[config.mk]
export PLATFORM = sky130hd
export DESIGN_NAME = msp_top
export DESIGN_NICKNAME = d
export VERILOG_FILES = /design/src/logic/msp_pkg.sv /design/src/logic/msp_cfg_if.sv /design/src/logic/msp_modem_ctrl.sv /design/src/logic/msp_top.sv
export SDC_FILE = /design/constraint.sdc
export NUM_CORES = 1
export LEC_CHECK = 0
export BUFFER_PORTS_ARGS = -buffer_cell sky130_fd_sc_hd__buf_4
export CAP_MARGIN = 20
export CORE_ASPECT_RATIO = 0.9
export CORE_MARGIN = 2
export CORE_UTILIZATION = 35
export CTS_CLUSTER_DIAMETER = 60
export CTS_CLUSTER_SIZE = 24
export DETAILED_ROUTE_END_ITERATION = 16
export PLACE_DENSITY = 0.59
export SYNTH_ARGS = -nofsm -noshare
export SYNTH_HDL_FRONTEND = slang
export SYNTH_SLANG_ARGS = --single-unit
[constraint.sdc]
create_clock -name core_clk -period 2.93 [get_ports core_clk]
set_input_delay 0.1465 -clock core_clk [delete_from_list [all_inputs] [get_ports core_clk]]
set_output_delay 0.1465 -clock core_clk [all_outputs]
set_load 0.005 [all_outputs]
[src/logic/msp_pkg.sv]
// Package: register map, field layout, reset values and enums
package msp_pkg;
  // Register byte addresses (printed offsets are not all multiples of four)
  localparam logic [11:0] MSP_IDX_CONFIG_A   = 12'h046;
  localparam logic [11:0] MSP_IDX_CONFIG_B   = 12'h047;
  localparam logic [11:0] MSP_IDX_FREQ_EST   = 12'h048;
  localparam logic [11:0] MSP_IDX_STATUS     = 12'h049;
  localparam logic [13:0] MSP_ADDR_CONFIG_A  = {MSP_IDX_CONFIG_A, 2'b00};
  localparam logic [13:0] MSP_ADDR_CONFIG_B  = {MSP_IDX_CONFIG_B, 2'b00};
  localparam logic [13:0] MSP_ADDR_FREQ_EST  = {MSP_IDX_FREQ_EST, 2'b00};
  localparam logic [13:0] MSP_ADDR_STATUS    = {MSP_IDX_STATUS, 2'b00};
  // Reset values
  localparam logic [7:0]  MSP_RST_CONFIG_A   = 8'h45;
  localparam logic [7:0]  MSP_RST_CONFIG_B   = 8'h2E;
  // Field positions in modem_config_a
  localparam int          MSP_ZC_HI          = 7;
  localparam int          MSP_ZC_LO          = 6;
  localparam int          MSP_AVG_BIT        = 5;
  localparam int          MSP_PRE_HI         = 4;
  localparam int          MSP_PRE_LO         = 1;
  localparam int          MSP_FILT_BIT       = 0;
  // Field positions in modem_config_b
  localparam int          MSP_THR_HI         = 4;
  localparam int          MSP_THR_LO         = 0;
  localparam logic [7:0]  MSP_CFGB_MASK      = 8'h3F;
  // Preamble: field plus two bytes, two zero symbols per byte
  localparam logic [4:0]  MSP_PRE_BYTE_ADD   = 5'h02;
  localparam logic [5:0]  MSP_SYM_PER_BYTE   = 6'h02;

  typedef enum logic [1:0] {
    MSP_RX_SEARCH,
    MSP_RX_LOCKED
  } msp_rx_e;

  typedef enum logic [1:0] {
    MSP_TX_IDLE,
    MSP_TX_PREAMBLE,
    MSP_TX_DELIM
  } msp_tx_e;
endpackage : msp_pkg

[src/logic/msp_cfg_if.sv]
// Interface: configuration fields from register file to modem control
`timescale 1ns/10ps
interface msp_cfg_if;
  logic [1:0] zero_count;
  logic       avg_mode;
  logic [3:0] pre_len;
  logic       tx_filter;
  logic [4:0] correlation_threshold;
  logic [7:0] freq_est;
  logic       sync_found;
  logic       tx_busy;
  modport regs (output zero_count, avg_mode, pre_len, tx_filter, correlation_threshold,
                input  freq_est, sync_found, tx_busy);
  modport ctrl (input  zero_count, avg_mode, pre_len, tx_filter, correlation_threshold,
                output freq_est, sync_found, tx_busy);
endinterface : msp_cfg_if

[src/logic/msp_modem_ctrl.sv]
// Module: sync search, offset averaging and preamble sequencing
//
// The APB interface to the registers was chosen for this implementation.
`timescale 1ns/10ps
module msp_modem_ctrl
  import msp_pkg::*;
(
  input  wire logic       core_clk,
  input  wire logic       rst_b,
  msp_cfg_if.ctrl         cfg,
  input  wire logic       demod_en,
  input  wire logic       sym_valid,
  input  wire logic       sym_is_zero,
  input  wire logic [4:0] sym_corr,
  input  wire logic       sync_word,
  input  wire logic       frame_end,
  input  wire logic [7:0] offset_sample,
  input  wire logic       tx_start,
  input  wire logic       tx_sym_tick,
  output logic            tx_sym_zero,
  output logic            tx_delim,
  output logic            tx_extra_filter,
  output logic            sync_pulse
);
  typedef struct packed {
    msp_rx_e    rx;
    logic [1:0] zeros;
    logic       corr_ok;
    logic [7:0] est;
    msp_tx_e    tx;
    logic [5:0] tx_left;
    logic       sym_zero;
    logic       delim;
    logic       filt;
    logic       sync;
  } msp_mc_s;

  msp_mc_s st_q, st_d;

  // One averaging step on signed values: drop a quarter, add a quarter
  function automatic logic [7:0] avg_step(input logic signed [7:0] e,
                                          input logic signed [7:0] s);
    logic signed [7:0] e_qtr;
    logic signed [7:0] s_qtr;
    e_qtr    = e >>> 2;
    s_qtr    = s >>> 2;
    avg_step = e - e_qtr + s_qtr;
  endfunction : avg_step

  // Next-state logic
  always_comb begin
    st_d          = st_q;
    st_d.sync     = 1'b0;
    st_d.delim    = 1'b0;
    st_d.sym_zero = 1'b0;
    st_d.filt     = cfg.tx_filter;
    case (st_q.rx)
      MSP_RX_SEARCH: begin
        if (!demod_en) begin
          st_d.zeros   = 2'h0;
          st_d.corr_ok = 1'b0;
        end else begin
          if (sym_valid) begin
            if (sym_is_zero) begin
              if (st_q.zeros != 2'h3) st_d.zeros = st_q.zeros + 2'h1;
              if (sym_corr > cfg.correlation_threshold) st_d.corr_ok = 1'b1;
            end else if (!sync_word) begin
              st_d.zeros   = 2'h0;
              st_d.corr_ok = 1'b0;
            end
          end
          // Offset averaging tracks while searching
          st_d.est = avg_step(st_q.est, offset_sample);
          if (sync_word && st_q.zeros >= cfg.zero_count
              && st_q.corr_ok) begin
            st_d.rx   = MSP_RX_LOCKED;
            st_d.sync = 1'b1;
          end
        end
      end
      MSP_RX_LOCKED: begin
        if (cfg.avg_mode && demod_en) begin
          st_d.est = avg_step(st_q.est, offset_sample);
        end
        if (frame_end || !demod_en) begin
          st_d.rx      = MSP_RX_SEARCH;
          st_d.zeros   = 2'h0;
          st_d.corr_ok = 1'b0;
          if (!cfg.avg_mode) st_d.est = 8'h00;
        end
      end
      default: st_d.rx = MSP_RX_SEARCH;
    endcase
    // Transmit preamble sequencing
    case (st_q.tx)
      MSP_TX_IDLE: begin
        if (tx_start) begin
          st_d.tx      = MSP_TX_PREAMBLE;
          st_d.tx_left = 6'({cfg.pre_len + MSP_PRE_BYTE_ADD, 1'b0});
        end
      end
      MSP_TX_PREAMBLE: begin
        if (tx_sym_tick) begin
          st_d.sym_zero = 1'b1;
          st_d.tx_left  = st_q.tx_left - 6'h01;
          if (st_q.tx_left == 6'h01) st_d.tx = MSP_TX_DELIM;
        end
      end
      MSP_TX_DELIM: begin
        if (tx_sym_tick) begin
          st_d.delim = 1'b1;
          st_d.tx    = MSP_TX_IDLE;
        end
      end
      default: st_d.tx = MSP_TX_IDLE;
    endcase
  end

  // State register
  always_ff @(posedge core_clk or negedge rst_b) begin
    if (!rst_b) begin
      st_q <= '{rx: MSP_RX_SEARCH, tx: MSP_TX_IDLE, default: '0};
    end else begin
      st_q <= st_d;
    end
  end

  assign cfg.freq_est    = st_q.est;
  assign cfg.sync_found  = (st_q.rx == MSP_RX_LOCKED);
  assign cfg.tx_busy     = (st_q.tx != MSP_TX_IDLE);
  assign tx_sym_zero     = st_q.sym_zero;
  assign tx_delim        = st_q.delim;
  assign tx_extra_filter = st_q.filt;
  assign sync_pulse      = st_q.sync;
endmodule : msp_modem_ctrl

[src/logic/msp_top.sv]
// Top: APB register file for modem sync and preamble configuration
`timescale 1ns/10ps
module msp_top
  import msp_pkg::*;
(
  input  wire logic        core_clk,
  input  wire logic        rst_b,
  input  wire logic        psel,
  input  wire logic        penable,
  input  wire logic        pwrite,
  input  wire logic [13:0] paddr,
  input  wire logic [31:0] pwdata,
  input  wire logic [3:0]  pstrb,
  output logic      [31:0] prdata,
  output logic             pready,
  output logic             pslverr,
  input  wire logic        demod_en,
  input  wire logic        sym_valid,
  input  wire logic        sym_is_zero,
  input  wire logic [4:0]  sym_corr,
  input  wire logic        sync_word,
  input  wire logic        frame_end,
  input  wire logic [7:0]  offset_sample,
  input  wire logic        tx_start,
  input  wire logic        tx_sym_tick,
  output logic             tx_sym_zero,
  output logic             tx_delim,
  output logic             tx_extra_filter,
  output logic             sync_pulse
);
  typedef struct packed {
    logic [7:0]  cfg_a;
    logic [7:0]  cfg_b;
    logic [31:0] rdata;
    logic        ready;
    logic        err;
  } msp_regs_s;

  msp_regs_s st_q, st_d;
  msp_cfg_if cfg ();

  // Address decode, shared by read and write paths
  function automatic logic addr_hit(input logic [13:0] a);
    addr_hit = (a == MSP_ADDR_CONFIG_A) || (a == MSP_ADDR_CONFIG_B)
            || (a == MSP_ADDR_FREQ_EST) || (a == MSP_ADDR_STATUS);
  endfunction : addr_hit

  // Field views of the configuration registers
  assign cfg.zero_count = st_q.cfg_a[MSP_ZC_HI:MSP_ZC_LO];
  assign cfg.avg_mode   = st_q.cfg_a[MSP_AVG_BIT];
  assign cfg.pre_len    = st_q.cfg_a[MSP_PRE_HI:MSP_PRE_LO];
  assign cfg.tx_filter  = st_q.cfg_a[MSP_FILT_BIT];
  assign cfg.correlation_threshold   = st_q.cfg_b[MSP_THR_HI:MSP_THR_LO];

  // APB slave: one wait state, answer on the second access cycle
  always_comb begin
    st_d       = st_q;
    st_d.ready = 1'b0;
    st_d.err   = 1'b0;
    if (psel && penable && !st_q.ready) begin
      st_d.ready = 1'b1;
      st_d.err   = !addr_hit(paddr);
      st_d.rdata = 32'h0000_0000;
      if (pwrite && pstrb[0]) begin
        if (paddr == MSP_ADDR_CONFIG_A) st_d.cfg_a = pwdata[7:0];
        if (paddr == MSP_ADDR_CONFIG_B)
          st_d.cfg_b = pwdata[7:0] & MSP_CFGB_MASK;
      end else if (!pwrite) begin
        case (paddr)
          MSP_ADDR_CONFIG_A: st_d.rdata[7:0] = st_q.cfg_a;
          MSP_ADDR_CONFIG_B: st_d.rdata[7:0] = st_q.cfg_b;
          MSP_ADDR_FREQ_EST: st_d.rdata[7:0] = cfg.freq_est;
          MSP_ADDR_STATUS:
            st_d.rdata[1:0] = {cfg.tx_busy, cfg.sync_found};
          default: st_d.rdata = 32'h0000_0000;
        endcase
      end
    end
  end

  // Register state; config resets to documented values
  always_ff @(posedge core_clk or negedge rst_b) begin
    if (!rst_b) begin
      st_q <= '{cfg_a: MSP_RST_CONFIG_A, cfg_b: MSP_RST_CONFIG_B,
                default: '0};
    end else begin
      st_q <= st_d;
    end
  end

  assign prdata  = st_q.rdata;
  assign pready  = st_q.ready;
  assign pslverr = st_q.err;

  // Modem control datapath
  msp_modem_ctrl u_ctrl (
    .core_clk        (core_clk),
    .rst_b           (rst_b),
    .cfg             (cfg),
    .demod_en        (demod_en),
    .sym_valid       (sym_valid),
    .sym_is_zero     (sym_is_zero),
    .sym_corr        (sym_corr),
    .sync_word       (sync_word),
    .frame_end       (frame_end),
    .offset_sample   (offset_sample),
    .tx_start        (tx_start),
    .tx_sym_tick     (tx_sym_tick),
    .tx_sym_zero     (tx_sym_zero),
    .tx_delim        (tx_delim),
    .tx_extra_filter (tx_extra_filter),
    .sync_pulse      (sync_pulse)
  );
endmodule : msp_top

==> impl_results.md, run 1 <==
- Status: finished, final reports clean
- DRC: 0
- CP max-delay cell: fa_1
- Core area: approximately 9000 um2
- Synthesized area: 3210 um2
- Share of post-route cells with drive strength above 1: 0.245
- Crit Path Class: reg2reg
- IO buf count: between 50 and 60
- Worst-path clk slew: 80 ps
- FMAX: 378 MHz
- Slew HR: 0.522
- Filler cells: 887
- Skew final: 4.89 ps
- Fin crit share: 0.903
- Die height: 94.9 um
- DR WL/cell: roughly 13 um
- Design area: 3740 um2
- Via count: 2318
- Setup crit end kind: flip-flop
- Final HPWL DP: about 5300 um
- Placed cell areas: 3640 um2
- Final Critical Period: 2650 ps
- Longest Clk Path Bufs: 2
- Tot GR Track Use: 0.142
- Iter 0 DRT Violations: 120
- Seq/Total Area, Yosys: 0.377
- Max IR drop VDD: 0.396 mV
- RSZ-0062 raised after global routing: false
- Register area: 1210 um2
- Area share of the largest cell type after synthesis: 0.320
- Synthesis Warnings: 0
- Worst-path cell chain: inv_1, fa_1, inv_1, ha_1, a2111oi_1, a21boi_1, o21ai_0, and2_1, o311ai_0
- Synthesized instance count: approximately 330
- Yosys cell types: 54
- Synth-to-Final Area Change: 16.5%
- Worst-Skew Late Latency: 290 ps
- DIE AREA: 9960 um2
- Setup violators final: 0
- Syn Area/Cell: 9.70 um2
- Maximum single-stage delay on the critical path: 500 ps
- Worst Path Arrival: between 2000 and 3000 ps
- # diodes: 0
- Post-synthesis async set-or-reset flop share: 1.00
- Site row count: 33
- CP Buf/Inv Count: 2
- Yosys top cell by area: dfrtp_1
- TritonCTS Buffers: 5
- Largest net degree at the start of global routing: 49
- Post-synth EDFFs: 0
- Crit path max fanout: 5
- Final Hold Fails: 0
- Sum Neg Setup Slack: 0 ps
- Post-CTS setup buffers: 0
- Clk root buf: clkbuf_8
- Leakage: around 1.9 nW
- Total gr overflow: 0
- ANT nets after route: 0
- CTS sink count: 48
- Worst setup SP type: flip-flop
- Hold Crit Class: in2reg
- Vias in the first global route: 2254
- Synth top area cells: dfrtp_1, ha_1, buf_4, dfstp_2, inv_1
- TritonRoute pass-1 iters: 4
- Die W: 105 um
- Post-layout nets: roughly 500
- Area of the multi-input gates: 1660 um2
- Boundary Pins: 113
- Slew Limit Fails: 0
- Overall routed net length: 6670 um
- Initial antenna violation count: 0
- Final Util: 0.416
- Required @ worst endpoint: 3110 ps
- Number of vias per cell: 4.55
- Yosys reg bits: 48
- First-pass GRT wire length: 11300 um
- CTS tree: yes
- Pwr per Cell Area: around 730 nW/um2
- Worst slew pin tran: 712 ps
- Maxcap violations: 0
- Hold slack: 58.5 ps
- # H-tree levels: 2
- Critical path's top delay family: compound AO/OA/AOI/OAI gates
- Most common flop cell mapped by yosys: dfrtp_1
- Starting Density: 0.357
- Placer's final routability congestion estimate: 0.828
- Total power: around 2.7 mW
- Crit-path most repeated cell: inv_1
## metal layers
metal	global-route usage	up-vias	share of wire
met5	0	-	0
met4	0.0378	0	0.0084
met3	0.0242	5	0.049
met2	0.222	69	0.45
met1	0.203	1049	0.49
li1	-	1195	-
## power breakdown
group | leakage (nW) | total, mW | switching, mW | internal, mW
sequential | 0.608 | 0.918 | 0.136 | 0.782
clock | 0.0455 | 0.394 | 0.202 | 0.193
combinational | 1.21 | 1.43 | 0.757 | 0.669
## through the flow
step           std cells  setup WS, ps
2_1_floorplan        354           514
3_3_place_gp         500           308
3_5_place_dp         500           252
4_1_cts              509           220
5_1_grt              509          85.5
6_report             509           284
## worst reg2reg max path, delay by kind of cell (launching register included)
kind	cells	cell delay, ps
AOI/OAI and AO/OA	4	990
adders and majority gates	2	840
and+or+nand+nor	1	150
DFF	1	430
buffers and inverters	2	120
## cell usage in the layout, fill, tap and decap left out, types with 2 or more instances in the layout
cell type  count
buf_4         61
inv_1         43
dfrtp_1       41
nand2_1       24
conb_1        24
ha_1          20
nor2_1        18
o21ai_0       17
mux2_2         8
a31oi_1        8
nand2b_1       7
fa_1           7
dfstp_2        7
a21oi_1        6
a22oi_1        6
mux2_4         6
clkbuf_8       6
nor3b_1        5
nor2b_1        4
nand4_1        4
nor3_1         4
a221oi_1       4
xor2_1         4
o21a_1         4
o22ai_1        4
a22o_1         4
nand3_1        3
o31ai_1        3
and2_1         3
nand3b_2       2
nor4_1         2
or4_1          2
a21o_1         2
and3_1         2
clkbuf_1       2
## area by class of cell
type	count	share of cell area
clock buffer	8	0.0241
inverter	43	0.0431
multi-input combinational	226	0.443
sequential	48	0.323
tap	122	0.0408
timing repair buffer	62	0.125
## flip-flops by register name (all words and copies together), names as in the netlist
signal / count
cfg.zero_count: 2
u_ctrl.cfg.freq_est: 8
cfg.tx_filter: 1
u_ctrl.tx_delim: 1
u_ctrl.st_q: 12
cfg.avg_mode: 1
u_ctrl.tx_extra_filter: 1
u_ctrl.sync_pulse: 1
prdata: 8
pready: 1
st_q: 1
cfg.correlation_threshold: 5
u_ctrl.tx_sym_zero: 1
cfg.pre_len: 4
pslverr: 1
## synth_stat cells (2+ instances only)
cell,instances
and2_1,3
nand2b_1,7
nand3b_2,2
nand2_1,24
nand3_1,3
or4_1,2
mux2_2,8
fa_1,7
mux2_4,6
o21ai_0,17
o22ai_1,4
a31oi_1,8
a21o_1,2
a221oi_1,4
a21boi_0,2
xor2_1,4
nor3b_1,5
dfrtp_1,41
o21a_1,4
nor2b_1,4
ha_1,20
buf_4,32
dfstp_2,7
nor2_1,18
a22oi_1,6
nor3_1,4
a21oi_1,6
and3_1,2
nor4_1,2
inv_1,43
clkbuf_1,3
o31ai_1,3
nand4_1,4
a22o_1,4
## logic make-up (layout without fill, tap and decap cells)
family	after synthesis	after routing	synth area share
AOI/OAI and AO/OA	70	70	0.149
xor gates and xnor gates	5	5	0.0136
adders and majority gates	27	27	0.122
buffers and inverters	80	113	0.134
DFF	48	48	0.377
muxes	15	15	0.0592
other	1	24	0.00117
and+or+nand+nor	85	85	0.145
## final timing paths
kind                                             start                      to  slack [ps]  depth (start not counted)
worst max-delay path            u_ctrl.cfg.freq_est[4]  u_ctrl.cfg.freq_est[7]         280                          9
worst min-delay path                         pwdata[7]       cfg.zero_count[1]          60                          3
worst max register to register  u_ctrl.cfg.freq_est[4]  u_ctrl.cfg.freq_est[7]         280                          9
worst min register to register           cfg.tx_filter  u_ctrl.tx_extra_filter         420                          0
max in group asynchronous                        rst_b  u_ctrl.cfg.freq_est[0]        2120                          2
min in group asynchronous                        rst_b          u_ctrl.st_q[9]         400                          2
## timing repair
| item | in CTS | in global routing |
|---|---|---|
| gates resized for setup | 0 | 2 |
| hold endpoints to repair | 41 | 0 |
| setup endpoints to repair | 0 | 1 |
| hold buffers | 1 | 0 |
No activity file was read; power rests on OpenSTA's default activity.
==> run 2, diff against run 1 <==
REMOVE_ABC_BUFFERS = 1   (was default)
==> run 2 against run 1 <==
Die area is the same. Total power grew 3.4%. Highest routed layer unchanged. Non-clock buffer count did not move. Largest cell class unchanged. Via count is 4.1% higher. Global-route usage grew 0.61 points. Clock-buffer cell count shrank 3. Utilization up 0.28 points. Design area is 0.67% higher. Critical path depth did not move. Critical endpoint unchanged.
==> impl_results.md, run 2 (synthesis results as in run 1) <==
- Synth-to-Final Area Change: 17.3%
- Worst Path Arrival: between 2000 and 3000 ps
- Initial antenna violation count: 0
- FMAX: 384 MHz
- Slew HR: 0.503
- Hold Crit Class: in2reg
- Longest Clk Path Bufs: 2
- Fin crit share: 0.888
- Hold Path Cell Cnt: 2
- Final Critical Period: 2600 ps
- Leakage: 1.87 nW
- Worst setup SP type: flip-flop
- Crit path max fanout: 5
- CTS sink count: 48
- Boundary Pins: between 100 and 150
- DR WL/cell: 13.6 um
- Placer's final routability congestion estimate: a little over 0.8
- IO buf count: 59
- Number of flip-flops in the largest register: 12
- Number of vias per cell: 4.74
- Die height: 94.9 um
- Overall routed net length: 6940 um
- Share of post-route cells with drive strength above 1: 0.253
- Die W: 105 um
- First-pass GRT wire length: 11800 um
- Maxcap violations: 0
- Worst-path clk slew: 90 ps
- Placed cell areas: between 3000 and 4000 um2
- Reg2Reg Depth: 9
- Reg2reg start: u_ctrl.cfg.freq_est[4]
- Commonest non-fill, non-tap cells in the layout: buf_4, inv_1, dfrtp_1
- TritonRoute pass-1 iters: 4
- Slew Limit Fails: 0
- Core area: approximately 9000 um2
- Clk root buf: clkbuf_8
- Max IR drop VDD: 0.348 mV
- Vias in the first global route: 2402
- Skew final: 6.64 ps
- RSZ-0062 raised after global routing: false
- Tot GR Track Use: 0.148
- Worst slew pin tran: 741 ps
- Setup violators final: 0
- Filler cells: 912
- Starting Density: 0.357
- Worst-Skew Late Latency: between 300 and 400 ps
- Largest register by flop count: u_ctrl.st_q
- Total gr overflow: 0
- CTS tree: yes
- # diodes: 0
- Site row count: 33
- Final Hold Fails: 0
- ANT nets after route: 0
- Required @ worst endpoint: 3130 ps
- Status: finished, final reports clean
- Hold_sp: tx_sym_tick
- Setup crit end kind: flip-flop
- Commonest non-fill, non-tap cell in the layout: buf_4
- Crit Path Class: reg2reg
- Final HPWL DP: between 5000 and 6000 um
- Via count: 2414
- DRC: 0
- TritonCTS Buffers: 5
- Pwr per Cell Area: 752 nW/um2
- Design area: 3770 um2
- Sum Neg Setup Slack: 0 ps
- Iter 0 DRT Violations: 117
- Post-layout nets: 488
- # H-tree levels: 2
- Largest net degree at the start of global routing: 49
- CP startpoint: u_ctrl.cfg.freq_est[4]
- DIE AREA: between 9000 and 10000 um2
-- run 2: cell count changes in the layout (fill, tap and decap cells not counted), sizes merged --
cell      change
clkinvlp      +1
inv           +1
clkbuf        -3
bufinv        +1
-- run 2: power breakdown --
part	internal (mW)	total, mW	switching (mW)
combinational	0.666	1.42	0.754
clock	0.257	0.490	0.233
sequential	0.784	0.923	0.139
-- run 2: worst paths after layout --
kind | slack (ps) | to
min in group asynchronous | 380 | u_ctrl.st_q[5]
worst min register to register | 430 | u_ctrl.tx_extra_filter
worst min-delay path | 50 | u_ctrl.st_q[11]
max in group asynchronous | 2100 | u_ctrl.cfg.freq_est[4]
worst max-delay path | 330 | u_ctrl.cfg.freq_est[7]
worst max register to register | 330 | u_ctrl.cfg.freq_est[7]
-- run 2: worst max-delay path: stages, from the launching register on --
cell	delay (ps)
dfrtp_2	420
inv_1	70
fa_1	490
inv_1	40
ha_1	340
a2111oi_0	350
a21boi_1	250
o21ai_0	120
and2_1	150
o311ai_0	260
-- run 2: metrics by stage --
step / total power [mW] / utilization / std cells / setup slack [ps] / hold WS, ps
floorplan: 1.99 / - / 317 / 514 / -149
global placement: 2.31 / 0.404 / 500 / 308 / 196
detailed placement: 2.36 / 0.404 / 500 / 186 / 202
CTS: 2.86 / 0.418 / 509 / 175 / 44.1
global route: 3.15 / 0.418 / 509 / 19.0 / 63.6
finish: 2.83 / 0.418 / 509 / 327 / 53.4
-- run 2: final cells by class --
cell class,count,area (um2),share of cell area
tap,122,153,0.0405
multi-input combinational,226,1660,0.440
inverter,43,161,0.0429
sequential,48,1210,0.322
timing repair buffer,62,468,0.124
clock inverter,3,46.3,0.0123
clock buffer,5,68.8,0.0183
-- run 2: per-layer routing --
| metal | up-vias | routed length [um] | track usage |
|---|---|---|---|
| li1 | 1202 | - | - |
| met1 | 1149 | 3300 | 0.204 |
| met2 | 57 | 3290 | 0.245 |
| met3 | 6 | 255 | 0.0200 |
| met4 | 0 | 93 | 0.0400 |
| met5 | - | 0 | 0 |
-- run 2: repair_timing --
item / 4_1_cts / 5_1_grt
hold endpoints to repair: 41 / 0
hold buffers: 1 / 0
setup buffers: 0 / 0
gates resized for setup: 0 / 2
setup endpoints to repair: 0 / 1
==> run 3, diff against run 2 <==
clock period = 3.1 ns   (was 2.93 ns; I/O delays follow)
==> run 3 against run 2 <==
Non-clock buffer count unchanged. Clock-buffer cell count unchanged. Global-route usage decreased by 0.65 points. Die area unchanged. Worst setup slack improved by 49 ps. Critical endpoint unchanged. Highest routed layer unchanged.
==> impl_results.md, run 3 (synthesis results as in run 1) <==
- Crit Path Class: reg2reg
- Longest Clk Path Bufs: 2
- Total gr overflow: 0
- Commonest non-fill, non-tap cell in the layout: buf_4
- Tot GR Track Use: 0.141
- Site row count: 33
- Starting Density: 0.357
- Design area: 3790 um2
- Largest net degree at the start of global routing: 49
- Commonest non-fill, non-tap cells in the layout: buf_4, inv_1, dfrtp_1
- Worst setup SP type: flip-flop
- Pwr per Cell Area: slightly above 700 nW/um2
- Sum Neg Setup Slack: 0 ps
- CTS tree: yes
- FMAX: 367 MHz
- Final Hold Fails: 0
- Vias in the first global route: 2403
- Skew final: 12.1 ps
- Final Critical Period: 2720 ps
- Slew HR: 0.557
- Share of post-route cells with drive strength above 1: 0.251
- Setup violators final: 0
- Boundary Pins: 113
- Maxcap violations: 0
- Worst-Skew Late Latency: roughly 300 ps
- TritonRoute pass-1 iters: 4
- Core area: 9000 um2
- Via count: 2416
- Number of vias per cell: approximately 4.7
- Number of flip-flops in the largest register: 12
- Placed cell areas: 3640 um2
- Overall routed net length: 6670 um
- Worst-path clk slew: 90 ps
- First-pass GRT wire length: 11400 um
- Die height: 94.9 um
- Fin crit share: 0.879
- Final HPWL DP: 5430 um
- Worst slew pin tran: between 600 and 700 ps
- TritonCTS Buffers: 5
- Placer's final routability congestion estimate: 0.849
- DR WL/cell: 13.1 um
- Die W: 105 um
- Crit path max fanout: 5
- RSZ-0062 raised after global routing: false
- Iter 0 DRT Violations: 87
- CTS sink count: 48
- Largest register by flop count: u_ctrl.st_q
- Synth-to-Final Area Change: 18.0%
- # diodes: 0
- Required @ worst endpoint: 3300 ps
- # H-tree levels: 2
- Post-cts repair resize count: 0
- Worst Path Arrival: 2920 ps
- Clk root buf: clkbuf_8
- Initial antenna violation count: 0
- Max IR drop VDD: between 0.2 and 0.3 mV
- IO buf count: a little under 60
- Setup crit end kind: flip-flop
- Status: finished, final reports clean
- DIE AREA: 9960 um2
- DRC: 0
- ANT nets after route: 0
- Leakage: 1.89 nW
- Post-layout nets: 488
- Hold Crit Class: in2reg
- Slew Limit Fails: 0
-- run 3: critical path, stage by stage, from the launching register on --
cell       delay (ps)
dfrtp_1           460
inv_1              90
fa_1              500
inv_1              40
ha_1              340
a2111oi_0         360
a21boi_0          290
o21ai_0           140
and2_1            150
o311ai_0          250
-- run 3: where the power goes --
part	switching, mW	internal, mW	total, mW
clock network	0.217	0.325	0.541
registers	0.132	0.739	0.871
logic	0.708	0.626	1.33
-- run 3: path summary, 6_finish.rpt --
kind	from	end	depth (start not counted)	slack (ps)
max	u_ctrl.cfg.freq_est[4]	u_ctrl.cfg.freq_est[7]	9	380
min	pwdata[7]	cfg.zero_count[1]	3	50
max reg2reg	u_ctrl.cfg.freq_est[4]	u_ctrl.cfg.freq_est[7]	9	380
min reg2reg	cfg.tx_filter	u_ctrl.tx_extra_filter	0	420
max in group asynchronous	rst_b	cfg.pre_len[0]	2	2280
min in group asynchronous	rst_b	u_ctrl.tx_sym_zero	2	390
-- run 3: what timing repair did --
action,in CTS,in global routing
setup buffers,0,0
hold buffers,1,0
endpoints found under the hold margin,41,0
-- run 3: final cells by class --
type,instances,area (um2)
Sequential cell,48,1210
Tap cell,122,153
Fill cell,897,5210
Clock inverter,3,68.8
Inverter,43,161
Clock buffer,5,68.8
Timing Repair Buffer,62,468
Multi-Input combinational cell,226,1660
-- run 3: through the flow --
step	setup WS, ps	hold slack, ps	power [mW]	util	instances
after detailed placement	351	207	2.23	0.404	500
after global routing	38.3	66.4	3.06	0.421	509
after global placement	472	206	2.18	0.404	500
after floorplan	684	-141	1.88	-	317
final	377	51.9	2.75	0.421	509
after CTS	334	50.7	2.78	0.421	509
-- run 3: routing by layer --
metal	share of wire	vias to the layer above	global-route usage
li1	-	1202	-
met1	0.48	1137	0.190
met2	0.46	72	0.238
met3	0.053	5	0.0269
met4	0.0093	0	0.0300
met5	0	-	0
